`src/logic/ohp_pkg.sv`:
```
// Constants, types and shared helpers for the single-wire debug host
// Contract
// - Frame: start, 8 data, even parity, 2 stops
// - Idle is twelve high bits, line resting
// - Sync 0x55 before instructions and after break
// - Wait for acknowledge after every store
// - Debugger alone starts transfers; sync sets baud
// - Keep baud within selected clock's range
// - Double break, stop bit between, resets always
// - Hold break for slowest recommended rate
// - Enable pulse low 200ns to 1us
// - Start sync within 13.5ms of release
// - High-voltage pulse forces port pin function
// - Disable bit ends session, drops clock
package ohp_pkg;

  localparam int CLK_MHZ = 125;
  localparam int EN_PULSE_NS = 400;
  localparam int EN_PULSE_CYC = (EN_PULSE_NS * CLK_MHZ + 999) / 1000;
  localparam int EN_WAIT_US = 300;
  localparam int SYNC_WINDOW_US = 13500;
  localparam int RX_WAIT_US = 2000;
  localparam int BREAK_US = 24600;
  localparam int BREAK_CYC = BREAK_US * CLK_MHZ;

  localparam logic [7:0] SYNC_CHAR = 8'h55;
  localparam int SUBS_PER_BIT = 16;
  localparam int FRAME_BITS = 12;
  localparam logic [3:0] VOTE_FIRST = 4'h7;
  localparam logic [3:0] VOTE_LAST = 4'h9;
  localparam logic [3:0] SUB_LAST = 4'hf;

  // Register offsets
  localparam logic [7:0] REG_CMD = 8'h00;
  localparam logic [7:0] REG_BAUD = 8'h04;
  localparam logic [7:0] REG_BRK = 8'h08;
  localparam logic [7:0] REG_STATUS = 8'h0c;
  localparam logic [7:0] REG_CFG = 8'h10;

  // Field positions
  localparam int CMD_OP_LSB = 0;
  localparam int CMD_DATA_LSB = 8;
  localparam int ST_BUSY = 0;
  localparam int ST_DONE = 1;
  localparam int ST_RXV = 2;
  localparam int ST_ESTART = 3;
  localparam int ST_EPAR = 4;
  localparam int ST_ESTOP = 5;
  localparam int ST_TMO = 6;
  localparam int ST_LINE = 7;
  localparam int ST_DATA_LSB = 8;
  localparam int CFG_PAR_OFF = 0;

  // Reset values
  localparam logic [15:0] BAUD_RESET = 16'h04e2;
  localparam logic [31:0] CFG_RESET = 32'h0000_0000;

  typedef enum logic [2:0] {
    OP_NONE = 3'h0,
    OP_ENABLE = 3'h1,
    OP_SYNC = 3'h2,
    OP_TX = 3'h3,
    OP_RX = 3'h4,
    OP_BREAK = 3'h5,
    OP_DBREAK = 3'h6,
    OP_TXRX = 3'h7
  } ohp_op_t;

  typedef struct packed {
    logic [7:0] data;
    logic err_start;
    logic err_parity;
    logic err_stop;
  } ohp_rx_t;

  typedef struct packed {
    logic [19:0] acc;
    logic tick;
  } ohp_frac_t;

  // Fractional sub-bit tick: sixteen ticks per div cycles, no drift
  function automatic ohp_frac_t ohp_frac_step(input logic [19:0] acc, input logic [15:0] div);
    logic [19:0] nxt;
    ohp_frac_t r;
    nxt = acc + 20'h00010;
    if (nxt >= {4'h0, div}) begin
      r.acc = nxt - {4'h0, div};
      r.tick = 1'b1;
    end else begin
      r.acc = nxt;
      r.tick = 1'b0;
    end
    return r;
  endfunction

endpackage

```
`src/logic/ohp_frame_rx.sv`:
```
// Oversampling frame receiver for the shared debug line
`timescale 1ns/1ps
`default_nettype none
module ohp_frame_rx (
  input wire logic i_sys_clk,
  input wire logic i_resetn,
  input wire logic i_arm,
  input wire logic i_line,
  input wire logic [15:0] i_div,
  input wire logic i_par_off,
  output logic o_busy,
  output logic o_done,
  output ohp_pkg::ohp_rx_t o_res
);
  import ohp_pkg::*;

  logic active_q;
  logic [19:0] acc_q;
  logic [3:0] sub_q;
  logic [3:0] bit_q;
  logic [1:0] votes_q;
  logic [11:0] shreg_q;
  ohp_frac_t step;
  logic bitval;
  logic [11:0] fr;

  always_comb begin
    step = ohp_frac_step(acc_q, i_div);
    bitval = (votes_q == 2'd2) || (votes_q == 2'd1 && i_line);
    fr = {bitval, shreg_q[11:1]};
  end

  always_ff @(posedge i_sys_clk or negedge i_resetn) begin
    if (!i_resetn) begin
      active_q <= 1'b0;
      acc_q <= '0;
      sub_q <= '0;
      bit_q <= '0;
      votes_q <= '0;
      shreg_q <= '0;
      o_done <= 1'b0;
      o_res <= '0;
    end else begin
      o_done <= 1'b0;
      if (!active_q) begin
        acc_q <= '0;
        sub_q <= '0;
        bit_q <= '0;
        votes_q <= '0;
        if (i_arm && !i_line) begin
          active_q <= 1'b1;
        end
      end else if (step.tick) begin
        acc_q <= step.acc;
        sub_q <= sub_q + 4'h1;
        if (sub_q >= VOTE_FIRST && sub_q < VOTE_LAST && i_line) begin
          votes_q <= votes_q + 2'd1;
        end
        if (sub_q == VOTE_LAST) begin
          shreg_q <= fr;
          votes_q <= '0;
          if (bit_q == 4'(FRAME_BITS - 1)) begin
            active_q <= 1'b0;
            o_done <= 1'b1;
            o_res.data <= fr[8:1];
            o_res.err_start <= fr[0];
            o_res.err_parity <= !i_par_off && ((^fr[8:1]) != fr[9]);
            o_res.err_stop <= !(fr[10] && fr[11]);
          end
        end
        if (sub_q == SUB_LAST) begin
          bit_q <= bit_q + 4'h1;
        end
      end else begin
        acc_q <= step.acc;
      end
    end
  end

  always_comb begin
    o_busy = active_q;
  end

endmodule // ohp_frame_rx
`default_nettype wire

```
`src/logic/ohp_host.sv`:
```
// Single-wire debug host: APB command registers, line driver, enable and break sequences
//
// The APB register port and the register offsets are this design's own decisions.
`timescale 1ns/1ps
`default_nettype none
module ohp_host #(
  parameter int EN_WAIT_CYC = ohp_pkg::EN_WAIT_US * ohp_pkg::CLK_MHZ,
  parameter int RX_WAIT_CYC = ohp_pkg::RX_WAIT_US * ohp_pkg::CLK_MHZ,
  parameter int SYNC_WINDOW_CYC = ohp_pkg::SYNC_WINDOW_US * ohp_pkg::CLK_MHZ,
  parameter int BREAK_DEF_CYC = ohp_pkg::BREAK_CYC
) (
  input wire logic i_sys_clk,
  input wire logic i_resetn,
  input wire logic i_psel,
  input wire logic i_penable,
  input wire logic i_pwrite,
  input wire logic [7:0] i_paddr,
  input wire logic [31:0] i_pwdata,
  output logic o_pready,
  output logic [31:0] o_prdata,
  output logic o_pslverr,
  input wire logic i_line_in,
  output logic o_line_out,
  output logic o_line_oe_n
);
  import ohp_pkg::*;

  typedef enum logic [7:0] {
    S_IDLE = 8'h01,
    S_EN_PULSE = 8'h02,
    S_EN_WAIT = 8'h04,
    S_TX = 8'h08,
    S_RX = 8'h10,
    S_BRK_LOW = 8'h20,
    S_BRK_GAP = 8'h40,
    S_BRK_LOW2 = 8'h80
  } ohp_state_t;

  ohp_state_t state_q;
  ohp_op_t op_q;
  logic [15:0] baud_q;
  logic [31:0] brk_q;
  logic par_off_q;
  logic busy_q;
  logic done_q;
  logic rxv_q;
  logic tmo_q;
  ohp_rx_t rxres_q;
  logic [31:0] cnt_q;
  logic [11:0] txsh_q;
  logic [3:0] txbit_q;
  logic [3:0] txsub_q;
  logic [19:0] txacc_q;
  logic rx_arm_q;
  logic acc_go;
  logic acc_wr;
  logic cmd_go;
  logic [2:0] cmd_op;
  logic [7:0] cmd_data;
  logic [31:0] rd_word;
  logic addr_ok;
  ohp_frac_t txstep;
  logic rx_busy;
  logic rx_done;
  ohp_rx_t rx_res;

  function automatic logic [11:0] ohp_frame(input logic [7:0] d);
    return {2'b11, ^d, d, 1'b0};
  endfunction

  always_comb begin
    acc_go = i_psel && i_penable && o_pready;
    acc_wr = acc_go && i_pwrite;
    cmd_op = i_pwdata[CMD_OP_LSB +: 3];
    cmd_data = i_pwdata[CMD_DATA_LSB +: 8];
    // Commands arriving while busy are dropped, not queued
    cmd_go = acc_wr && i_paddr == REG_CMD && !busy_q && cmd_op != OP_NONE;
    txstep = ohp_frac_step(txacc_q, baud_q);
    addr_ok = 1'b1;
    rd_word = '0;
    case (i_paddr)
      REG_CMD: rd_word = {29'h0, op_q};
      REG_BAUD: rd_word = {16'h0, baud_q};
      REG_BRK: rd_word = brk_q;
      REG_STATUS: begin
        rd_word[ST_BUSY] = busy_q;
        rd_word[ST_DONE] = done_q;
        rd_word[ST_RXV] = rxv_q;
        rd_word[ST_ESTART] = rxres_q.err_start;
        rd_word[ST_EPAR] = rxres_q.err_parity;
        rd_word[ST_ESTOP] = rxres_q.err_stop;
        rd_word[ST_TMO] = tmo_q;
        rd_word[ST_LINE] = i_line_in;
        rd_word[ST_DATA_LSB +: 8] = rxres_q.data;
      end
      REG_CFG: rd_word[CFG_PAR_OFF] = par_off_q;
      default: addr_ok = 1'b0;
    endcase
  end

  // APB slave: one wait state, answer registered
  always_ff @(posedge i_sys_clk or negedge i_resetn) begin
    if (!i_resetn) begin
      o_pready <= 1'b0;
      o_prdata <= '0;
      o_pslverr <= 1'b0;
    end else begin
      o_pready <= i_psel && i_penable && !o_pready;
      o_prdata <= (i_psel && i_penable && !o_pready && !i_pwrite) ? rd_word : 32'h0;
      o_pslverr <= i_psel && i_penable && !o_pready && !addr_ok;
    end
  end

  always_ff @(posedge i_sys_clk or negedge i_resetn) begin
    if (!i_resetn) begin
      baud_q <= BAUD_RESET;
      brk_q <= 32'(BREAK_DEF_CYC);
      par_off_q <= CFG_RESET[CFG_PAR_OFF];
    end else if (acc_wr) begin
      if (i_paddr == REG_BAUD) begin
        baud_q <= i_pwdata[15:0];
      end
      if (i_paddr == REG_BRK) begin
        brk_q <= i_pwdata;
      end
      if (i_paddr == REG_CFG) begin
        par_off_q <= i_pwdata[CFG_PAR_OFF];
      end
    end
  end

  // Sequencer
  always_ff @(posedge i_sys_clk or negedge i_resetn) begin
    if (!i_resetn) begin
      state_q <= S_IDLE;
      op_q <= OP_NONE;
      busy_q <= 1'b0;
      done_q <= 1'b0;
      rxv_q <= 1'b0;
      tmo_q <= 1'b0;
      rxres_q <= '0;
      cnt_q <= '0;
      txsh_q <= '1;
      txbit_q <= '0;
      txsub_q <= '0;
      txacc_q <= '0;
      rx_arm_q <= 1'b0;
      o_line_out <= 1'b0;
      o_line_oe_n <= 1'b1;
    end else begin
      o_line_out <= 1'b0;
      case (state_q)
        S_IDLE: begin
          o_line_oe_n <= 1'b1;
          rx_arm_q <= 1'b0;
          if (cmd_go) begin
            op_q <= ohp_op_t'(cmd_op);
            busy_q <= 1'b1;
            done_q <= 1'b0;
            tmo_q <= 1'b0;
            cnt_q <= '0;
            txacc_q <= '0;
            txbit_q <= '0;
            txsub_q <= '0;
            case (cmd_op)
              OP_ENABLE: begin
                state_q <= S_EN_PULSE;
                o_line_oe_n <= 1'b0;
              end
              OP_SYNC: begin
                txsh_q <= ohp_frame(SYNC_CHAR);
                state_q <= S_TX;
              end
              // instructions, disable too, go as bytes
              OP_TX, OP_TXRX: begin
                txsh_q <= ohp_frame(cmd_data);
                state_q <= S_TX;
              end
              OP_RX: begin
                rxv_q <= 1'b0;
                rx_arm_q <= 1'b1;
                state_q <= S_RX;
              end
              OP_BREAK, OP_DBREAK: begin
                o_line_oe_n <= 1'b0;
                state_q <= S_BRK_LOW;
              end
              default: begin
                state_q <= S_IDLE;
              end
            endcase
          end
        end
        S_EN_PULSE: begin
          cnt_q <= cnt_q + 32'h1;
          if (cnt_q == 32'(EN_PULSE_CYC - 1)) begin
            o_line_oe_n <= 1'b1;
            cnt_q <= '0;
            state_q <= S_EN_WAIT;
          end
        end
        S_EN_WAIT: begin
          cnt_q <= cnt_q + 32'h1;
          if (cnt_q > 32'h2 && i_line_in) begin
            txsh_q <= ohp_frame(SYNC_CHAR);
            cnt_q <= '0;
            state_q <= S_TX;
          end else if (cnt_q == 32'(EN_WAIT_CYC - 1)) begin
            tmo_q <= 1'b1;
            busy_q <= 1'b0;
            done_q <= 1'b1;
            state_q <= S_IDLE;
          end
        end
        S_TX: begin
          o_line_oe_n <= txsh_q[0];
          txacc_q <= txstep.acc;
          if (txstep.tick) begin
            txsub_q <= txsub_q + 4'h1;
            if (txsub_q == SUB_LAST) begin
              txsh_q <= {1'b1, txsh_q[11:1]};
              txbit_q <= txbit_q + 4'h1;
              if (txbit_q == 4'(FRAME_BITS - 1)) begin
                o_line_oe_n <= 1'b1;
                cnt_q <= '0;
                if (op_q == OP_TXRX) begin
                  rxv_q <= 1'b0;
                  rx_arm_q <= 1'b1;
                  state_q <= S_RX;
                end else begin
                  busy_q <= 1'b0;
                  done_q <= 1'b1;
                  state_q <= S_IDLE;
                end
              end
            end
          end
        end
        S_RX: begin
          o_line_oe_n <= 1'b1;
          cnt_q <= cnt_q + 32'h1;
          if (rx_done) begin
            rxres_q <= rx_res;
            rxv_q <= 1'b1;
            rx_arm_q <= 1'b0;
            busy_q <= 1'b0;
            done_q <= 1'b1;
            state_q <= S_IDLE;
          end else if (!rx_busy && cnt_q >= 32'(RX_WAIT_CYC - 1)) begin
            tmo_q <= 1'b1;
            rx_arm_q <= 1'b0;
            busy_q <= 1'b0;
            done_q <= 1'b1;
            state_q <= S_IDLE;
          end
        end
        S_BRK_LOW, S_BRK_LOW2: begin
          cnt_q <= cnt_q + 32'h1;
          if (cnt_q >= brk_q - 32'h1) begin
            o_line_oe_n <= 1'b1;
            cnt_q <= '0;
            if (state_q == S_BRK_LOW && op_q == OP_DBREAK) begin
              state_q <= S_BRK_GAP;
            end else begin
              busy_q <= 1'b0;
              done_q <= 1'b1;
              state_q <= S_IDLE;
            end
          end
        end
        S_BRK_GAP: begin
          // gap longer than two slow bits
          cnt_q <= cnt_q + 32'h1;
          if (cnt_q >= {2'b00, brk_q[31:2]}) begin
            o_line_oe_n <= 1'b0;
            cnt_q <= '0;
            state_q <= S_BRK_LOW2;
          end
        end
        default: begin
          o_line_oe_n <= 1'b1;
          busy_q <= 1'b0;
          state_q <= S_IDLE;
        end
      endcase
    end
  end

  ohp_frame_rx u_rx (
    .i_sys_clk(i_sys_clk),
    .i_resetn(i_resetn),
    .i_arm(rx_arm_q),
    .i_line(i_line_in),
    .i_div(baud_q),
    .i_par_off(par_off_q),
    .o_busy(rx_busy),
    .o_done(rx_done),
    .o_res(rx_res)
  );

endmodule // ohp_host
`default_nettype wire

```
`config.mk`:
```
export PLATFORM = sky130hd
export DESIGN_NAME = ohp_host
export DESIGN_NICKNAME = d
export VERILOG_FILES = /design/src/logic/ohp_pkg.sv /design/src/logic/ohp_frame_rx.sv /design/src/logic/ohp_host.sv
export SDC_FILE = /design/constraint.sdc
export NUM_CORES = 1
export LEC_CHECK = 0
export BUFFER_PORTS_ARGS = -buffer_cell sky130_fd_sc_hd__buf_2
export CORE_ASPECT_RATIO = 1.1
export CORE_UTILIZATION = 45
export DETAILED_ROUTE_END_ITERATION = 12
export SYNTH_ARGS = -nofsm -noshare
export SYNTH_HDL_FRONTEND = slang
export SYNTH_HIERARCHICAL = 1
export SYNTH_SLANG_ARGS = --single-unit
```
`constraint.sdc`:
```
create_clock -name i_sys_clk -period 3.8 [get_ports i_sys_clk]
set_input_delay 0.57 -clock i_sys_clk [delete_from_list [all_inputs] [get_ports i_sys_clk]]
set_output_delay 0.57 -clock i_sys_clk [all_outputs]
set_load 0.1 [all_outputs]
```
==> impl_metrics.tcl <==
set metrics [dict create \
    worst-path-max-fanout 7 \
    dieArea_sq_mm 0.0356 \
    gr-total-overflow 0 \
    clock_latency_ps 550 \
    worst_slack_ps 4.65 \
    synth_area_sq_mm 0.0157 \
    fin_crit_sh 0.999 \
    slew_viol_final 0 \
    yosys_warnings 6 \
    cts_tree "done" \
    ys_top_cells_by_area "dfrtp_1 33%, ha_1 8.6%, dfstp_2 5.2%" \
    grt_pass1_wl_mm 71.2 \
    place.gp.congestion 0.900 \
    ant_nets 0 \
    drc 0 \
    finalSetupViolCount 0 \
    critPathArrivalTime_ps 4280 \
    cts_buffers 28 \
    post_drt_wl_per_cell_microns 19.2 \
    cp-start-kind "flop" \
    max_slew.worst_pin.slew_ps 965 \
    crit_required_ps 4290 \
    ys_top_cells_by_count "204 x dfrtp_1, 169 x nand2_1, 136 x o21ai_0" \
    io_pins 82 \
    via_count 13400 \
    placement_rows 71 \
    fin_skew_ps 17.0 \
    r2r-end "cnt_q[29]$_DFFE_PN0P_" \
    path_class "reg -> reg" \
    synth.distinct_cells 101 \
    max_slew_margin 0.352 \
    die_h_microns 198 \
    r2r_slack_ps 5 \
    synth_edf_count 0 \
    yosysSeqAreaShare 0.377 \
    hp-class "in -> async" \
    nets 2009 \
    status "completed" \
    grt_util_all_layers 0.250 \
    avgSynthCellArea_sq_um 9.16 \
    synthArstFlopShare 1.00 \
    grt_pass1_vias 12900 \
    grt_max_degree 95 \
    syn2layout_area_growth_pct 16.8 \
    vias_per_cell 5.79 \
    yosysMostFrequentCell "dfrtp_1" \
    max-cap-violations 0 \
    cts_root_buf "clkbuf_16" \
    wl_mm 44.4 \
    dr.pass1.iters 5 \
    ir_drop_mv 0.471 \
    fmax_mhz 263 \
    clk_path_buf_depth 3 \
    syn_inst 1714 \
    synth_top_cell_area_share 0.325 \
    core_area_sq_mm 0.0343 \
    die_width_microns 180 \
    hold_violations 0 \
    rsz0062_at_grt "true" \
    clock_sinks 235 \
    hpwl_mm 32.9 \
    reg2reg_from "brk_q[12]$_DFFE_PN0P_" \
    crit_start "brk_q[12]$_DFFE_PN0P_" \
    setup-tns-final_ps 0 \
    p_leak_nw 8.73 \
    powerDensity_mw_per_mm2 702 \
    drt_iter0_drc 812 \
    pre_cts_ws_ps -75.4 \
    crit_end "cnt_q[29]$_DFFE_PN0P_" \
    drive_gt1_frac 0.209 \
    portBuffers 80 \
    synth_area_leader_cell "dfrtp_1" \
    fillerInstances 3122 \
    synth_seq_cells 235 \
    synth_fp_nets 1870 \
    end_kind "flop" \
    synth_ff_type "dfrtp_1" \
    min_period_ps 3800 \
    r2r_cells 18 \
    clk_pin_slew_worst_paths_ps 60 \
    initial_utilization 0.458 \
    cts_max_level 1 \
    antenna_found_initial 5 \
]
-- power breakdown --
group / internal (W) / total, W / switching (W)
Sequential: 0.00291 / 0.00335 / 0.000445
Combinational: 0.00288 / 0.00667 / 0.00380
Clock: 0.00174 / 0.00284 / 0.00110
-- what timing repair did --
action	in CTS	in global routing
hold buffers	0	0
pin swaps	3	11
buffers inserted	0	4
gates resized for setup	6	45
cloned	0	2
endpoints found under the setup margin	25	86
-- worst max-delay path: stages, from the launching register on --
cell and delay (ps):
dfrtp_1 380, or4_4 540, nor3_4 180, nand2_2 100, nor2_4 100, nand3_2 80
or4_4 460, nor3_4 140, xnor2_1 150, ha_1 280, a21oi_2 130, nor2b_1 60
o21ai_2 150, o2111ai_4 190, o21ai_4 320, buf_12 170, buf_8 130, o22ai_1 80
nand2_1 90
-- registers in the layout, indices dropped and copies added, names as in the netlist, 2 cells and up --
register,cells
u_rx/votes_q,2
u_rx/acc_q,20
o_prdata,32
op_q,3
u_rx/shreg_q,11
brk_q,32
u_rx/sub_q,4
u_rx/o_res,11
txacc_q,20
cnt_q,32
txbit_q,4
txsub_q,4
rxres_q,11
u_rx/bit_q,4
baud_q,16
state_q,8
txsh_q,10
-- worst min-delay path by stage --
stage	start	to	slack [ps]
floorplan	i_resetn	baud_q[0]$_DFFE_PN0P_	270
global placement	txsh_q[1]$_DFFE_PN1P_	txsh_q[1]$_DFFE_PN1P_	460
detailed placement	txsh_q[0]$_DFFE_PN1P_	txsh_q[0]$_DFFE_PN1P_	460
CTS	i_resetn	cnt_q[25]$_DFFE_PN0P_	60
global route	i_resetn	cnt_q[26]$_DFFE_PN0P_	90
finish	i_resetn	cnt_q[25]$_DFFE_PN0P_	40
-- cell families (layout without fill, tap and decap cells) --
logic type,after synthesis,in the layout,synth area share
and+or+nand+nor,605,605,0.202
AOI/OAI and AO/OA,422,422,0.175
adders and majority gates,110,110,0.0886
DFF,235,235,0.377
muxes,75,75,0.0559
other,1,3,0.000239
buffers and inverters,164,325,0.0442
xor gates and xnor gates,102,102,0.0569
-- stage by stage --
step	utilization	std cells	hold WS (ps)	power (W)	instance area [sq um]
detailed placement	0.497	2255	460	0.00981	17100
CTS	0.527	2307	61.2	0.0127	18100
floorplan	-	1714	274	0.00816	15700
finish	0.535	2315	44.9	0.0129	18300
global route	0.535	2315	85.9	0.0138	18300
global placement	0.497	2255	460	0.00971	17100
-- layout by cell type, fill, tap and decap left out, types with 30 or more instances in the layout --
cell	n
dfrtp_1	204
nand2_1	168
o21ai_0	125
nor2_1	116
ha_1	107
inv_1	99
buf_4	82
buf_2	79
xnor2_1	77
a21oi_1	76
nand3_1	60
and2_1	45
mux2_2	44
nor3_1	41
nand4_1	34
a21o_1	32
dfstp_2	31
clkbuf_16	30
-- metal layers --
| layer | up-vias | GRT usage | wire length (microns) |
|---|---|---|---|
| met5 | - | 0 | 23 |
| met4 | 4 | 0.0782 | 1280 |
| met3 | 82 | 0.0471 | 2950 |
| met2 | 362 | 0.407 | 20000 |
| met1 | 6494 | 0.338 | 20100 |
| li1 | 6451 | - | - |
-- cell type report --
| class | instances | area [sq um] | share of cell area |
|---|---|---|---|
| multi-input cells | 1315 | 9270 | 0.506 |
| flip-flops and latches | 235 | 5920 | 0.323 |
| repair buffers | 173 | 1220 | 0.0668 |
| clock buffers | 38 | 798 | 0.0435 |
| well taps | 438 | 548 | 0.0299 |
| inverters | 100 | 375 | 0.0205 |
| clock inverters | 14 | 190 | 0.0104 |
| diodes | 2 | 5.00 | 0.000273 |
No activity file was read; power rests on OpenSTA's default activity.
